<file path="config.mk">
export PLATFORM = sky130hd
export DESIGN_NAME = plss_line_sync_shaper
export DESIGN_NICKNAME = d
export VERILOG_FILES = /design/src/verilog/plss_pkg.sv /design/src/verilog/plss_edge_pulse.sv /design/src/verilog/plss_frame_marker.sv /design/src/verilog/plss_line_sync_shaper.sv
export SDC_FILE = /design/constraint.sdc
export NUM_CORES = 1
export LEC_CHECK = 0
export BUFFER_PORTS_ARGS = -buffer_cell sky130_fd_sc_hd__buf_2
export CAP_MARGIN = 20
export CORE_UTILIZATION = 40
export DETAILED_ROUTE_END_ITERATION = 7
export GPL_TIMING_DRIVEN = 1
export PLACE_DENSITY = 0.65
export SLEW_MARGIN = 20
export SYNTH_ARGS = -nofsm -noshare
export SYNTH_HDL_FRONTEND = slang
export SYNTH_SLANG_ARGS = --single-unit
</file>
<file path="constraint.sdc">
create_clock -name clock -period 7.1 [get_ports clock]
set_clock_uncertainty 0.2 [all_clocks]
set_input_delay 0.71 -clock clock [delete_from_list [all_inputs] [get_ports clock]]
set_output_delay 0.71 -clock clock [all_outputs]
set_load 0.01 [all_outputs]
</file>
<file path="src/verilog/plss_pkg.sv">
// constants for the panel line-sync shaper: register map, fields, resets
// assumes a single pixel clock domain and a word-wide register port
// Overview of operation
// - timing register A resets to all zeros
// - bit 29 selects incoming line sync polarity
// - output line sync polarity set in register B
// - line count field holds panel height
// - line count used only in STN modes
// - delays measured from normalised sync asserting edge
// - lead code 0 none, 1..7 give 2..8
// - trail not after lead gives no pulse
// - trail code 1..31 clocks, zero no pulse
// - dual scan marker at line one and half
// - bypass drives panel pins from inputs, registered one clock late
package plss_pkg;
  localparam logic [11:0] OFS_CTRL_A = 12'h400;
  localparam logic [11:0] OFS_CTRL_B = 12'h404;
  localparam logic [11:0] OFS_STATUS = 12'h408;
  localparam logic [31:0] CTRL_A_RESET = 32'h0000_0000;
  localparam logic [31:0] CTRL_B_RESET = 32'h0000_0000;
  // register A fields
  localparam int A_IN_POL_BIT = 29;
  localparam int A_REGEN_BIT = 27;
  localparam int A_LINES_LSB = 16;
  localparam int A_LINES_W = 11;
  localparam int A_LEAD_LSB = 5;
  localparam int A_LEAD_W = 3;
  localparam int A_TRAIL_LSB = 0;
  localparam int A_TRAIL_W = 5;
  // register B fields
  localparam int B_BYPASS_BIT = 30;
  localparam int B_HS_OUT_SEL_BIT = 26;
  localparam int B_VS_POL_EN_BIT = 24;
  localparam int B_VS_POL_BIT = 23;
  localparam int B_HS_POL_BIT = 22;
  localparam int B_PTYPE_LSB = 18;
  localparam int B_PTYPE_W = 4;
  // panel type codes; all other codes are TFT
  localparam logic [3:0] PTYPE_DSTN24 = 4'h0;
  localparam logic [3:0] PTYPE_DSTN16 = 4'h1;
  localparam logic [3:0] PTYPE_SSTN8 = 4'h2;
  // status register fields
  localparam int S_LINE_LSB = 0;
  localparam int S_MARK_BIT = 16;
  localparam int S_PULSE_BIT = 17;
  localparam int S_BYPASS_BIT = 18;
  localparam logic [4:0] CNT_MAX = 5'h1F;
  typedef enum logic [2:0] {
    PLSS_WAIT_FRAME = 3'b001,
    PLSS_FIRST_LINE = 3'b010,
    PLSS_COUNT = 3'b100
  } plss_frame_st_t;
endpackage : plss_pkg
</file>
<file path="src/verilog/plss_edge_pulse.sv">
// edge-delay pulse generator: counts pixel clocks from a start strobe
// assumes start is a one-cycle pulse on the asserting input edge
module plss_edge_pulse #(
  parameter int CNT_W = 5
) (
  // clock and reset
  input wire logic clock,
  input wire logic rst_n,
  // timing
  input wire logic start,
  input wire logic [CNT_W-1:0] lead,
  input wire logic [CNT_W-1:0] trail,
  // result
  output logic pulse_r
);
  logic [CNT_W-1:0] cnt_r, cnt_nxt;
  logic run_r, run_nxt;
  logic pulse_nxt;

  always_comb begin
    cnt_nxt = cnt_r;
    run_nxt = run_r;
    if (start) begin
      cnt_nxt = '0;
      run_nxt = 1'b1;
    end else if (run_r) begin
      if (cnt_r == {CNT_W{1'b1}}) begin
        run_nxt = 1'b0;
      end else begin
        cnt_nxt = cnt_r + 1'b1;
      end
    end
    // empty or inverted window yields no pulse at all
    pulse_nxt = run_nxt && (cnt_nxt >= lead) && (cnt_nxt < trail);
  end

  always_ff @(posedge clock or negedge rst_n) begin
    if (!rst_n) begin
      cnt_r <= '0;
      run_r <= 1'b0;
      pulse_r <= 1'b0;
    end else begin
      cnt_r <= cnt_nxt;
      run_r <= run_nxt;
      pulse_r <= pulse_nxt;
    end
  end
endmodule : plss_edge_pulse

</file>
<file path="src/verilog/plss_frame_marker.sv">
// frame start marker: per-frame line counting for STN panels
// assumes line_edge and frame_edge are one-cycle strobes
module plss_frame_marker #(
  parameter int LINE_W = 11
) (
  // clock and reset
  input wire logic clock,
  input wire logic rst_n,
  // events and mode
  input wire logic line_edge,
  input wire logic frame_edge,
  input wire logic frame_level,
  input wire logic dual_scan,
  input wire logic single_scan,
  input wire logic [LINE_W-1:0] line_count,
  // result
  output logic marker_r,
  output logic [LINE_W-1:0] line_idx_r
);
  plss_pkg::plss_frame_st_t st_r, st_nxt;
  logic marker_nxt;
  logic [LINE_W-1:0] line_idx_nxt;
  logic [LINE_W-1:0] half;

  always_comb begin
    half = line_count >> 1;
    st_nxt = st_r;
    marker_nxt = marker_r;
    line_idx_nxt = line_idx_r;
    if (!(dual_scan || single_scan)) begin
      // line count has no effect outside STN modes
      st_nxt = plss_pkg::PLSS_WAIT_FRAME;
      marker_nxt = frame_level;
      line_idx_nxt = '0;
    end else if (frame_edge) begin
      st_nxt = plss_pkg::PLSS_FIRST_LINE;
      marker_nxt = 1'b0;
      line_idx_nxt = '0;
    end else if (line_edge) begin
      marker_nxt = 1'b0;
      case (st_r)
        plss_pkg::PLSS_FIRST_LINE: begin
          marker_nxt = 1'b1;
          line_idx_nxt = {{(LINE_W-1){1'b0}}, 1'b1};
          st_nxt = plss_pkg::PLSS_COUNT;
        end
        plss_pkg::PLSS_COUNT: begin
          marker_nxt = dual_scan && (half != '0) && (line_idx_r == half);
          line_idx_nxt = line_idx_r + 1'b1;
          if (line_idx_nxt >= line_count) begin
            st_nxt = plss_pkg::PLSS_WAIT_FRAME;
          end
        end
        plss_pkg::PLSS_WAIT_FRAME: begin
          st_nxt = plss_pkg::PLSS_WAIT_FRAME;
        end
        default: begin
          st_nxt = plss_pkg::PLSS_WAIT_FRAME;
        end
      endcase
    end
  end

  always_ff @(posedge clock or negedge rst_n) begin
    if (!rst_n) begin
      st_r <= plss_pkg::PLSS_WAIT_FRAME;
      marker_r <= 1'b0;
      line_idx_r <= '0;
    end else begin
      st_r <= st_nxt;
      marker_r <= marker_nxt;
      line_idx_r <= line_idx_nxt;
    end
  end
endmodule : plss_frame_marker

</file>
<file path="src/verilog/plss_line_sync_shaper.sv">
// panel line-sync shaper top: registers, sync normalising, pulse regen,
// frame marker and bypass muxing onto the panel pins
// assumes all inputs are synchronous to the pixel clock
//
// The address-and-strobe port is this design's own decision.
module plss_line_sync_shaper #(
  parameter int PIX_W = 18
) (
  // clock and reset
  input wire logic clock,
  input wire logic rst_n,
  // register port
  input wire logic [11:0] reg_addr,
  input wire logic [31:0] reg_wdata,
  input wire logic reg_wr,
  input wire logic reg_rd,
  output logic [31:0] reg_rdata,
  // upstream timing and pixels
  input wire logic incoming_line_sync,
  input wire logic incoming_frame_sync,
  input wire logic [PIX_W-1:0] incoming_pixel_data,
  input wire logic [PIX_W-1:0] internal_pixel_data,
  // panel pins
  output logic panel_line_pulse,
  output logic frame_start_marker,
  output logic [PIX_W-1:0] panel_pixel_data
);
  localparam int LW = plss_pkg::A_LINES_W;

  // register A state
  logic in_pol_r, in_pol_nxt;
  logic regen_r, regen_nxt;
  logic [LW-1:0] lines_r, lines_nxt;
  logic [2:0] lead_code_r, lead_code_nxt;
  logic [4:0] trail_code_r, trail_code_nxt;
  // register B state
  logic bypass_r, bypass_nxt;
  logic hs_out_sel_r, hs_out_sel_nxt;
  logic vs_pol_en_r, vs_pol_en_nxt;
  logic vs_pol_r, vs_pol_nxt;
  logic hs_pol_r, hs_pol_nxt;
  logic [3:0] ptype_r, ptype_nxt;
  // read port
  logic [31:0] rdata_r, rdata_nxt;
  logic [31:0] ctrl_a_view, ctrl_b_view, status_view;
  // sync path
  logic line_norm, line_prev_r, line_edge;
  logic frame_norm, frame_prev_r, frame_edge;
  logic line_pass_r, line_pass_nxt;
  logic [4:0] lead_cyc, trail_cyc;
  logic shaped_pulse;
  logic marker;
  logic [LW-1:0] line_idx;
  logic dual_scan, single_scan;
  // output flops
  logic line_out_r, line_out_nxt;
  logic mark_out_r, mark_out_nxt;
  logic [PIX_W-1:0] pix_out_r, pix_out_nxt;

  // lead code 1 maps to 2 clocks; a single clock of lead is not offered
  function automatic logic [4:0] lead_cycles(input logic [2:0] code);
    if (code == 3'h0) begin
      lead_cycles = 5'h00;
    end else begin
      lead_cycles = {2'b00, code} + 5'h01;
    end
  endfunction : lead_cycles

  function automatic logic is_stn(input logic [3:0] ptype);
    is_stn = (ptype == plss_pkg::PTYPE_DSTN24) ||
             (ptype == plss_pkg::PTYPE_DSTN16) ||
             (ptype == plss_pkg::PTYPE_SSTN8);
  endfunction : is_stn

  // ---------------- register views
  always_comb begin
    ctrl_a_view = 32'h0000_0000;
    ctrl_a_view[plss_pkg::A_IN_POL_BIT] = in_pol_r;
    ctrl_a_view[plss_pkg::A_REGEN_BIT] = regen_r;
    ctrl_a_view[plss_pkg::A_LINES_LSB +: LW] = lines_r;
    ctrl_a_view[plss_pkg::A_LEAD_LSB +: plss_pkg::A_LEAD_W] = lead_code_r;
    ctrl_a_view[plss_pkg::A_TRAIL_LSB +: plss_pkg::A_TRAIL_W] = trail_code_r;
    ctrl_b_view = 32'h0000_0000;
    ctrl_b_view[plss_pkg::B_BYPASS_BIT] = bypass_r;
    ctrl_b_view[plss_pkg::B_HS_OUT_SEL_BIT] = hs_out_sel_r;
    ctrl_b_view[plss_pkg::B_VS_POL_EN_BIT] = vs_pol_en_r;
    ctrl_b_view[plss_pkg::B_VS_POL_BIT] = vs_pol_r;
    ctrl_b_view[plss_pkg::B_HS_POL_BIT] = hs_pol_r;
    ctrl_b_view[plss_pkg::B_PTYPE_LSB +: plss_pkg::B_PTYPE_W] = ptype_r;
    status_view = 32'h0000_0000;
    status_view[plss_pkg::S_LINE_LSB +: LW] = line_idx;
    status_view[plss_pkg::S_MARK_BIT] = marker;
    status_view[plss_pkg::S_PULSE_BIT] = shaped_pulse;
    status_view[plss_pkg::S_BYPASS_BIT] = bypass_r;
  end

  // ---------------- register writes and reads
  always_comb begin
    in_pol_nxt = in_pol_r;
    regen_nxt = regen_r;
    lines_nxt = lines_r;
    lead_code_nxt = lead_code_r;
    trail_code_nxt = trail_code_r;
    bypass_nxt = bypass_r;
    hs_out_sel_nxt = hs_out_sel_r;
    vs_pol_en_nxt = vs_pol_en_r;
    vs_pol_nxt = vs_pol_r;
    hs_pol_nxt = hs_pol_r;
    ptype_nxt = ptype_r;
    if (reg_wr && (reg_addr == plss_pkg::OFS_CTRL_A)) begin
      in_pol_nxt = reg_wdata[plss_pkg::A_IN_POL_BIT];
      regen_nxt = reg_wdata[plss_pkg::A_REGEN_BIT];
      lines_nxt = reg_wdata[plss_pkg::A_LINES_LSB +: LW];
      lead_code_nxt = reg_wdata[plss_pkg::A_LEAD_LSB +: plss_pkg::A_LEAD_W];
      trail_code_nxt =
        reg_wdata[plss_pkg::A_TRAIL_LSB +: plss_pkg::A_TRAIL_W];
    end
    if (reg_wr && (reg_addr == plss_pkg::OFS_CTRL_B)) begin
      bypass_nxt = reg_wdata[plss_pkg::B_BYPASS_BIT];
      hs_out_sel_nxt = reg_wdata[plss_pkg::B_HS_OUT_SEL_BIT];
      vs_pol_en_nxt = reg_wdata[plss_pkg::B_VS_POL_EN_BIT];
      vs_pol_nxt = reg_wdata[plss_pkg::B_VS_POL_BIT];
      hs_pol_nxt = reg_wdata[plss_pkg::B_HS_POL_BIT];
      ptype_nxt = reg_wdata[plss_pkg::B_PTYPE_LSB +: plss_pkg::B_PTYPE_W];
    end
    // read data only stand in the cycle after the strobe
    rdata_nxt = 32'h0000_0000;
    if (reg_rd) begin
      case (reg_addr)
        plss_pkg::OFS_CTRL_A: rdata_nxt = ctrl_a_view;
        plss_pkg::OFS_CTRL_B: rdata_nxt = ctrl_b_view;
        plss_pkg::OFS_STATUS: rdata_nxt = status_view;
        default: rdata_nxt = 32'h0000_0000;
      endcase
    end
  end

  always_ff @(posedge clock or negedge rst_n) begin
    if (!rst_n) begin
      in_pol_r <= plss_pkg::CTRL_A_RESET[plss_pkg::A_IN_POL_BIT];
      regen_r <= plss_pkg::CTRL_A_RESET[plss_pkg::A_REGEN_BIT];
      lines_r <= plss_pkg::CTRL_A_RESET[plss_pkg::A_LINES_LSB +: LW];
      lead_code_r <=
        plss_pkg::CTRL_A_RESET[plss_pkg::A_LEAD_LSB +: plss_pkg::A_LEAD_W];
      trail_code_r <=
        plss_pkg::CTRL_A_RESET[plss_pkg::A_TRAIL_LSB +: plss_pkg::A_TRAIL_W];
      bypass_r <= plss_pkg::CTRL_B_RESET[plss_pkg::B_BYPASS_BIT];
      hs_out_sel_r <= plss_pkg::CTRL_B_RESET[plss_pkg::B_HS_OUT_SEL_BIT];
      vs_pol_en_r <= plss_pkg::CTRL_B_RESET[plss_pkg::B_VS_POL_EN_BIT];
      vs_pol_r <= plss_pkg::CTRL_B_RESET[plss_pkg::B_VS_POL_BIT];
      hs_pol_r <= plss_pkg::CTRL_B_RESET[plss_pkg::B_HS_POL_BIT];
      ptype_r <=
        plss_pkg::CTRL_B_RESET[plss_pkg::B_PTYPE_LSB +: plss_pkg::B_PTYPE_W];
      rdata_r <= 32'h0000_0000;
    end else begin
      in_pol_r <= in_pol_nxt;
      regen_r <= regen_nxt;
      lines_r <= lines_nxt;
      lead_code_r <= lead_code_nxt;
      trail_code_r <= trail_code_nxt;
      bypass_r <= bypass_nxt;
      hs_out_sel_r <= hs_out_sel_nxt;
      vs_pol_en_r <= vs_pol_en_nxt;
      vs_pol_r <= vs_pol_nxt;
      hs_pol_r <= hs_pol_nxt;
      ptype_r <= ptype_nxt;
      rdata_r <= rdata_nxt;
    end
  end

  assign reg_rdata = rdata_r;

  // ---------------- input sync normalising and edge detection
  always_comb begin
    line_norm = incoming_line_sync ^ in_pol_r;
    line_edge = line_norm && !line_prev_r;
    frame_norm = incoming_frame_sync;
    frame_edge = frame_norm && !frame_prev_r;
    // without regen the normalised sync reaches the pins two clocks late
    line_pass_nxt = line_norm;
    lead_cyc = lead_cycles(lead_code_r);
    trail_cyc = trail_code_r;
    dual_scan = (ptype_r == plss_pkg::PTYPE_DSTN24) ||
                (ptype_r == plss_pkg::PTYPE_DSTN16);
    single_scan = is_stn(ptype_r) && !dual_scan;
  end

  always_ff @(posedge clock or negedge rst_n) begin
    if (!rst_n) begin
      line_prev_r <= 1'b0;
      frame_prev_r <= 1'b0;
      line_pass_r <= 1'b0;
    end else begin
      line_prev_r <= line_norm;
      frame_prev_r <= frame_norm;
      line_pass_r <= line_pass_nxt;
    end
  end

  plss_edge_pulse #(
    .CNT_W(5)
  ) u_edge_pulse (
    .clock(clock),
    .rst_n(rst_n),
    .start(line_edge),
    .lead(lead_cyc),
    .trail(trail_cyc),
    .pulse_r(shaped_pulse)
  );

  plss_frame_marker #(
    .LINE_W(LW)
  ) u_frame_marker (
    .clock(clock),
    .rst_n(rst_n),
    .line_edge(line_edge),
    .frame_edge(frame_edge),
    .frame_level(frame_norm),
    .dual_scan(dual_scan),
    .single_scan(single_scan),
    .line_count(lines_r),
    .marker_r(marker),
    .line_idx_r(line_idx)
  );

  // ---------------- panel pin drive
  always_comb begin
    if (bypass_r) begin
      // raw inputs reach the pins through the output flops one clock late, shaping unused
      line_out_nxt = incoming_line_sync;
      mark_out_nxt = incoming_frame_sync;
      pix_out_nxt = incoming_pixel_data;
    end else begin
      if (regen_r) begin
        line_out_nxt = shaped_pulse;
      end else begin
        line_out_nxt = line_pass_r;
      end
      // output polarity is independent of the input polarity bit
      if (hs_out_sel_r) begin
        line_out_nxt = line_out_nxt ^ hs_pol_r;
      end
      mark_out_nxt = marker;
      if (vs_pol_en_r) begin
        mark_out_nxt = marker ^ vs_pol_r;
      end
      pix_out_nxt = internal_pixel_data;
    end
  end

  always_ff @(posedge clock or negedge rst_n) begin
    if (!rst_n) begin
      line_out_r <= 1'b0;
      mark_out_r <= 1'b0;
      pix_out_r <= '0;
    end else begin
      line_out_r <= line_out_nxt;
      mark_out_r <= mark_out_nxt;
      pix_out_r <= pix_out_nxt;
    end
  end

  assign panel_line_pulse = line_out_r;
  assign frame_start_marker = mark_out_r;
  assign panel_pixel_data = pix_out_r;
endmodule : plss_line_sync_shaper

</file>
==> impl_summary.txt <==
----------------------------------------------------
[Clocking]
  Post-CTS sizing ... 0
  Clock Root Buffer ... clkbuf_16
  Clock-pin slew reported for the worst setup and hold paths after clock tree synthesis ... 0.07 ns
  Clock sink count ... between 90 and 100
  CTS buffer count ... 9
  Clock latency on the worst-skew pair ... about 0.35 ns
  Maximum count of clock buffers along a single path ... 2
  Clock tree from TritonCTS ... built
  Post-CTS setup buffers ... 0
  Post-cts hold buffer count ... 0
  H-tree level count ... 3

[Critical path]
  CP startpoint kind ... register
  Category of the most critical setup path ... register to register
  Critical Path Start ... u_frame_marker.line_idx_r[0]
  Crit path max fanout ... 9
  Cells on worst reg2reg path ... 10
  Crit path required time ... 7.16 ns
  FF-to-FF Start ... u_frame_marker.line_idx_r[0]
  Setup slack, reg-to-reg ... around 4.1 ns
  Critical path endpoint category ... register
  Worst EP arrival ... between 3 and 4 ns
  Endpoint of the lowest-slack register-to-register path ... u_frame_marker.st_r[2]
  CP Capture Point ... u_frame_marker.st_r[2]

[Synth]
  Avg Cell Area, Syn ... 11.29 µm²
  Synth Warn # ... 0
  Post-synth top area share ... 0.4983
  Synthesized flop and latch total ... 99
  Area fraction in compound gates after synthesis ... 0.1035
  Share of the yosys chip area belonging to registers ... 0.5037
  Share of synthesized flip-flops with an asynchronous set or reset ... 1.000
  Number of distinct standard cells referenced by the synthesized netlist ... between 50 and 60
  XOR/XNOR share of the synthesized area ... 0.04272
  Number of enable flip-flop cells after synthesis ... 0
  Simple-Gate Fraction of Synth Area ... 0.1251
  Main combinational cell family by area after synthesis ... simple AND/OR/NAND/NOR gates
  Top area cells in the synthesized netlist ... dfrtp_1 (50%), mux2_2 (6.4%), ha_1 (5.8%), mux2_1 (4.6%), xnor2_1 (2.8%)
  Area of the mapped netlist ... about 5000 µm²
  Cells after synthesis ... between 400 and 500
  Adder and majority gate portion of the synthesized area ... 0.05848
  Yosys top cell by area ... dfrtp_1
  Dominant register cell in the synthesized netlist ... dfrtp_1
  Multiplexer area fraction after synthesis ... 0.1159

[Detailed routing]
  Via Count ... 3697
  Routed length per instance ... around 16 µm
  Avg Vias per Cell ... roughly 5.3
  Number of DRC violations after detailed-routing iteration 0 ... approximately 260
  Number of DRC violations after detailed routing ... 0
  DRT antenna net count ... 0
  Length of the first detailed-routing pass in iterations ... 4
  WL final ... ~11000 µm

[Power]
  Overall power consumption ... between 1000 and 1500 µW
  Leakage power ... 0.002892 µW
  Pwr/cell area ... about 210 nW/µm²
  Peak supply drop ... roughly 0.12 mV

[STA]
  Setup repair after global routing missed its margin ... false
  Actual slew at the worst max-slew pin ... roughly 1.1 ns
  Final cycle utilization of the critical path ... 0.4249
  Final sum of negative setup slack ... 0 ns
  Number of endpoints failing setup at the final stage ... 0
  Worst-case headroom to the max-slew limit ... 0.2663
  Hold violation count in the final report ... 0
  Min Tclk post-route ... around 3 ns
  Worst hold-check slack ... between 0.15 and 0.2 ns
  Count of pins over their slew limit ... 0
  Max Fclk ... between 0.3 and 0.4 GHz

[Die]
  Initial Util ... 0.4097
  DIE WIDTH ... 112.9 µm
  I/O pin count ... ~140
  Core box area ... roughly 12000 µm²
  Die Outline Area ... roughly 13000 µm²
  Row Count ... 40
  Height of the chip ... between 100 and 150 µm

[Global routing]
  Pin count of the biggest net entering global routing ... 52
  Global routing usage summed across all routing layers ... 0.1878
  Number of global-route vias before repair ... around 3700
  Wire length of the first global-routing pass ... 18420 µm
  Initial antenna violation count ... 0
  Residual overflow from global routing ... 0

[Finish]
  Final antenna diode count ... 0
  Post-synthesis to final-layout area growth ... 18.97%
  Layout cells sized above 1 ... 0.3225
  # nets final ... around 660
  Most frequent standard cell in the layout excluding fill and tap cells ... buf_2
  Fin area ... 5854 µm²
  Most used cells in the layout excluding fill and tap cells ... buf_2 (119), dfrtp_1 (98), nor2_1 (33)
  Total of fill cells in the finished design ... roughly 1100

[Placed design]
  Cell area after placement ... 5582 µm²
  GPL Wtd Cong ... ~0.85
  Port bufs ... 120
  Estimated wirelength of the detail-placed design ... between 8000 and 9000 µm

[Status]
  Run status ... finished, final reports clean

[Job]
  Max_cap viols ... 0

[Worst hold path]
  Hold WC Path Type ... primary input to asynchronous set/reset pin

----------------------------------------------------
[critical path, stage by stage, from the launching register on]
cell and delay, ns:
dfrtp_1 0.55, ha_1 0.33, nand2_1 0.12, or3_4 0.42, xnor2_1 0.15, ha_1 0.31, a211oi_1 0.26, nor2_1 0.10
nor3_1 0.22, o21ai_0 0.15, o21ai_0 0.11
[registers in the layout, indices dropped and copies added, names as in the netlist, 3 cells and up]
register / flops
ptype_r: 4
u_frame_marker.st_r: 3
panel_pixel_data: 18
trail_code_r: 5
reg_rdata: 25
u_frame_marker.line_idx_r: 11
lines_r: 11
lead_code_r: 3
u_edge_pulse.cnt_r: 5
[cell type report]
class | instances | area [µm²] | area share
inverter | 23 | 86.33 | 0.01475
clock inverter | 4 | 26.28 | 0.004488
sequential | 99 | 2479 | 0.4234
tap | 147 | 183.9 | 0.03142
multi-input combinational | 293 | 2222 | 0.3796
clock buffer | 12 | 246.5 | 0.04210
timing repair buffer | 121 | 610.6 | 0.1043
[metrics by stage]
stage          std cells  utilization  worst slack (ns)
2_1_floorplan        442            -             4.489
3_3_place_gp         683       0.4647             3.986
3_5_place_dp         683       0.4647             3.861
4_1_cts              699       0.4874             4.121
5_1_grt              699       0.4874             3.813
6_report             699       0.4874             4.083
[worst min-delay path by stage]
stage,depth (start not counted),start,endpoint
after global routing,1,rst_n,panel_pixel_data[2]
final,1,rst_n,panel_pixel_data[2]
after detailed placement,1,in_pol_r,line_pass_r
after global placement,1,in_pol_r,line_pass_r
after floorplan,0,rst_n,bypass_r
after CTS,1,rst_n,panel_pixel_data[17]
[metal layers]
metal | vias to the layer above | share of wire | global-route usage
met1 | 1846 | 0.43 | 0.2307
met2 | 85 | 0.50 | 0.3148
li1 | 1747 | - | -
met5 | - | 0 | 0
met4 | 0 | 0.022 | 0.07544
met3 | 19 | 0.042 | 0.05088
[power by group]
group	internal (µW)	leakage, µW	switching (µW)
Combinational	72.0	0.00145	84.4
Clock	247	0.000133	210
Sequential	587	0.00131	19.4
Total	906	0.00289	314
[synth_stat cells, types with 7 or more instances]
library cell,count
nand2_1,24
mux2_1,20
inv_1,23
dfrtp_1,98
xnor2_1,16
nand4_1,7
buf_4,9
a22oi_1,17
clkbuf_1,8
nor2_1,34
ha_1,23
xor2_1,8
a21oi_1,14
and3_1,13
o21ai_0,15
mux2_2,28
[cells by family after synthesis]
logic type | count (synthesis)
muxes | 51
adders and majority gates | 23
AOI/OAI and AO/OA | 72
DFF | 99
other | 1
and+or+nand+nor | 116
xor gates and xnor gates | 24
buffers and inverters | 50
(Power assumes the default switching activity.)
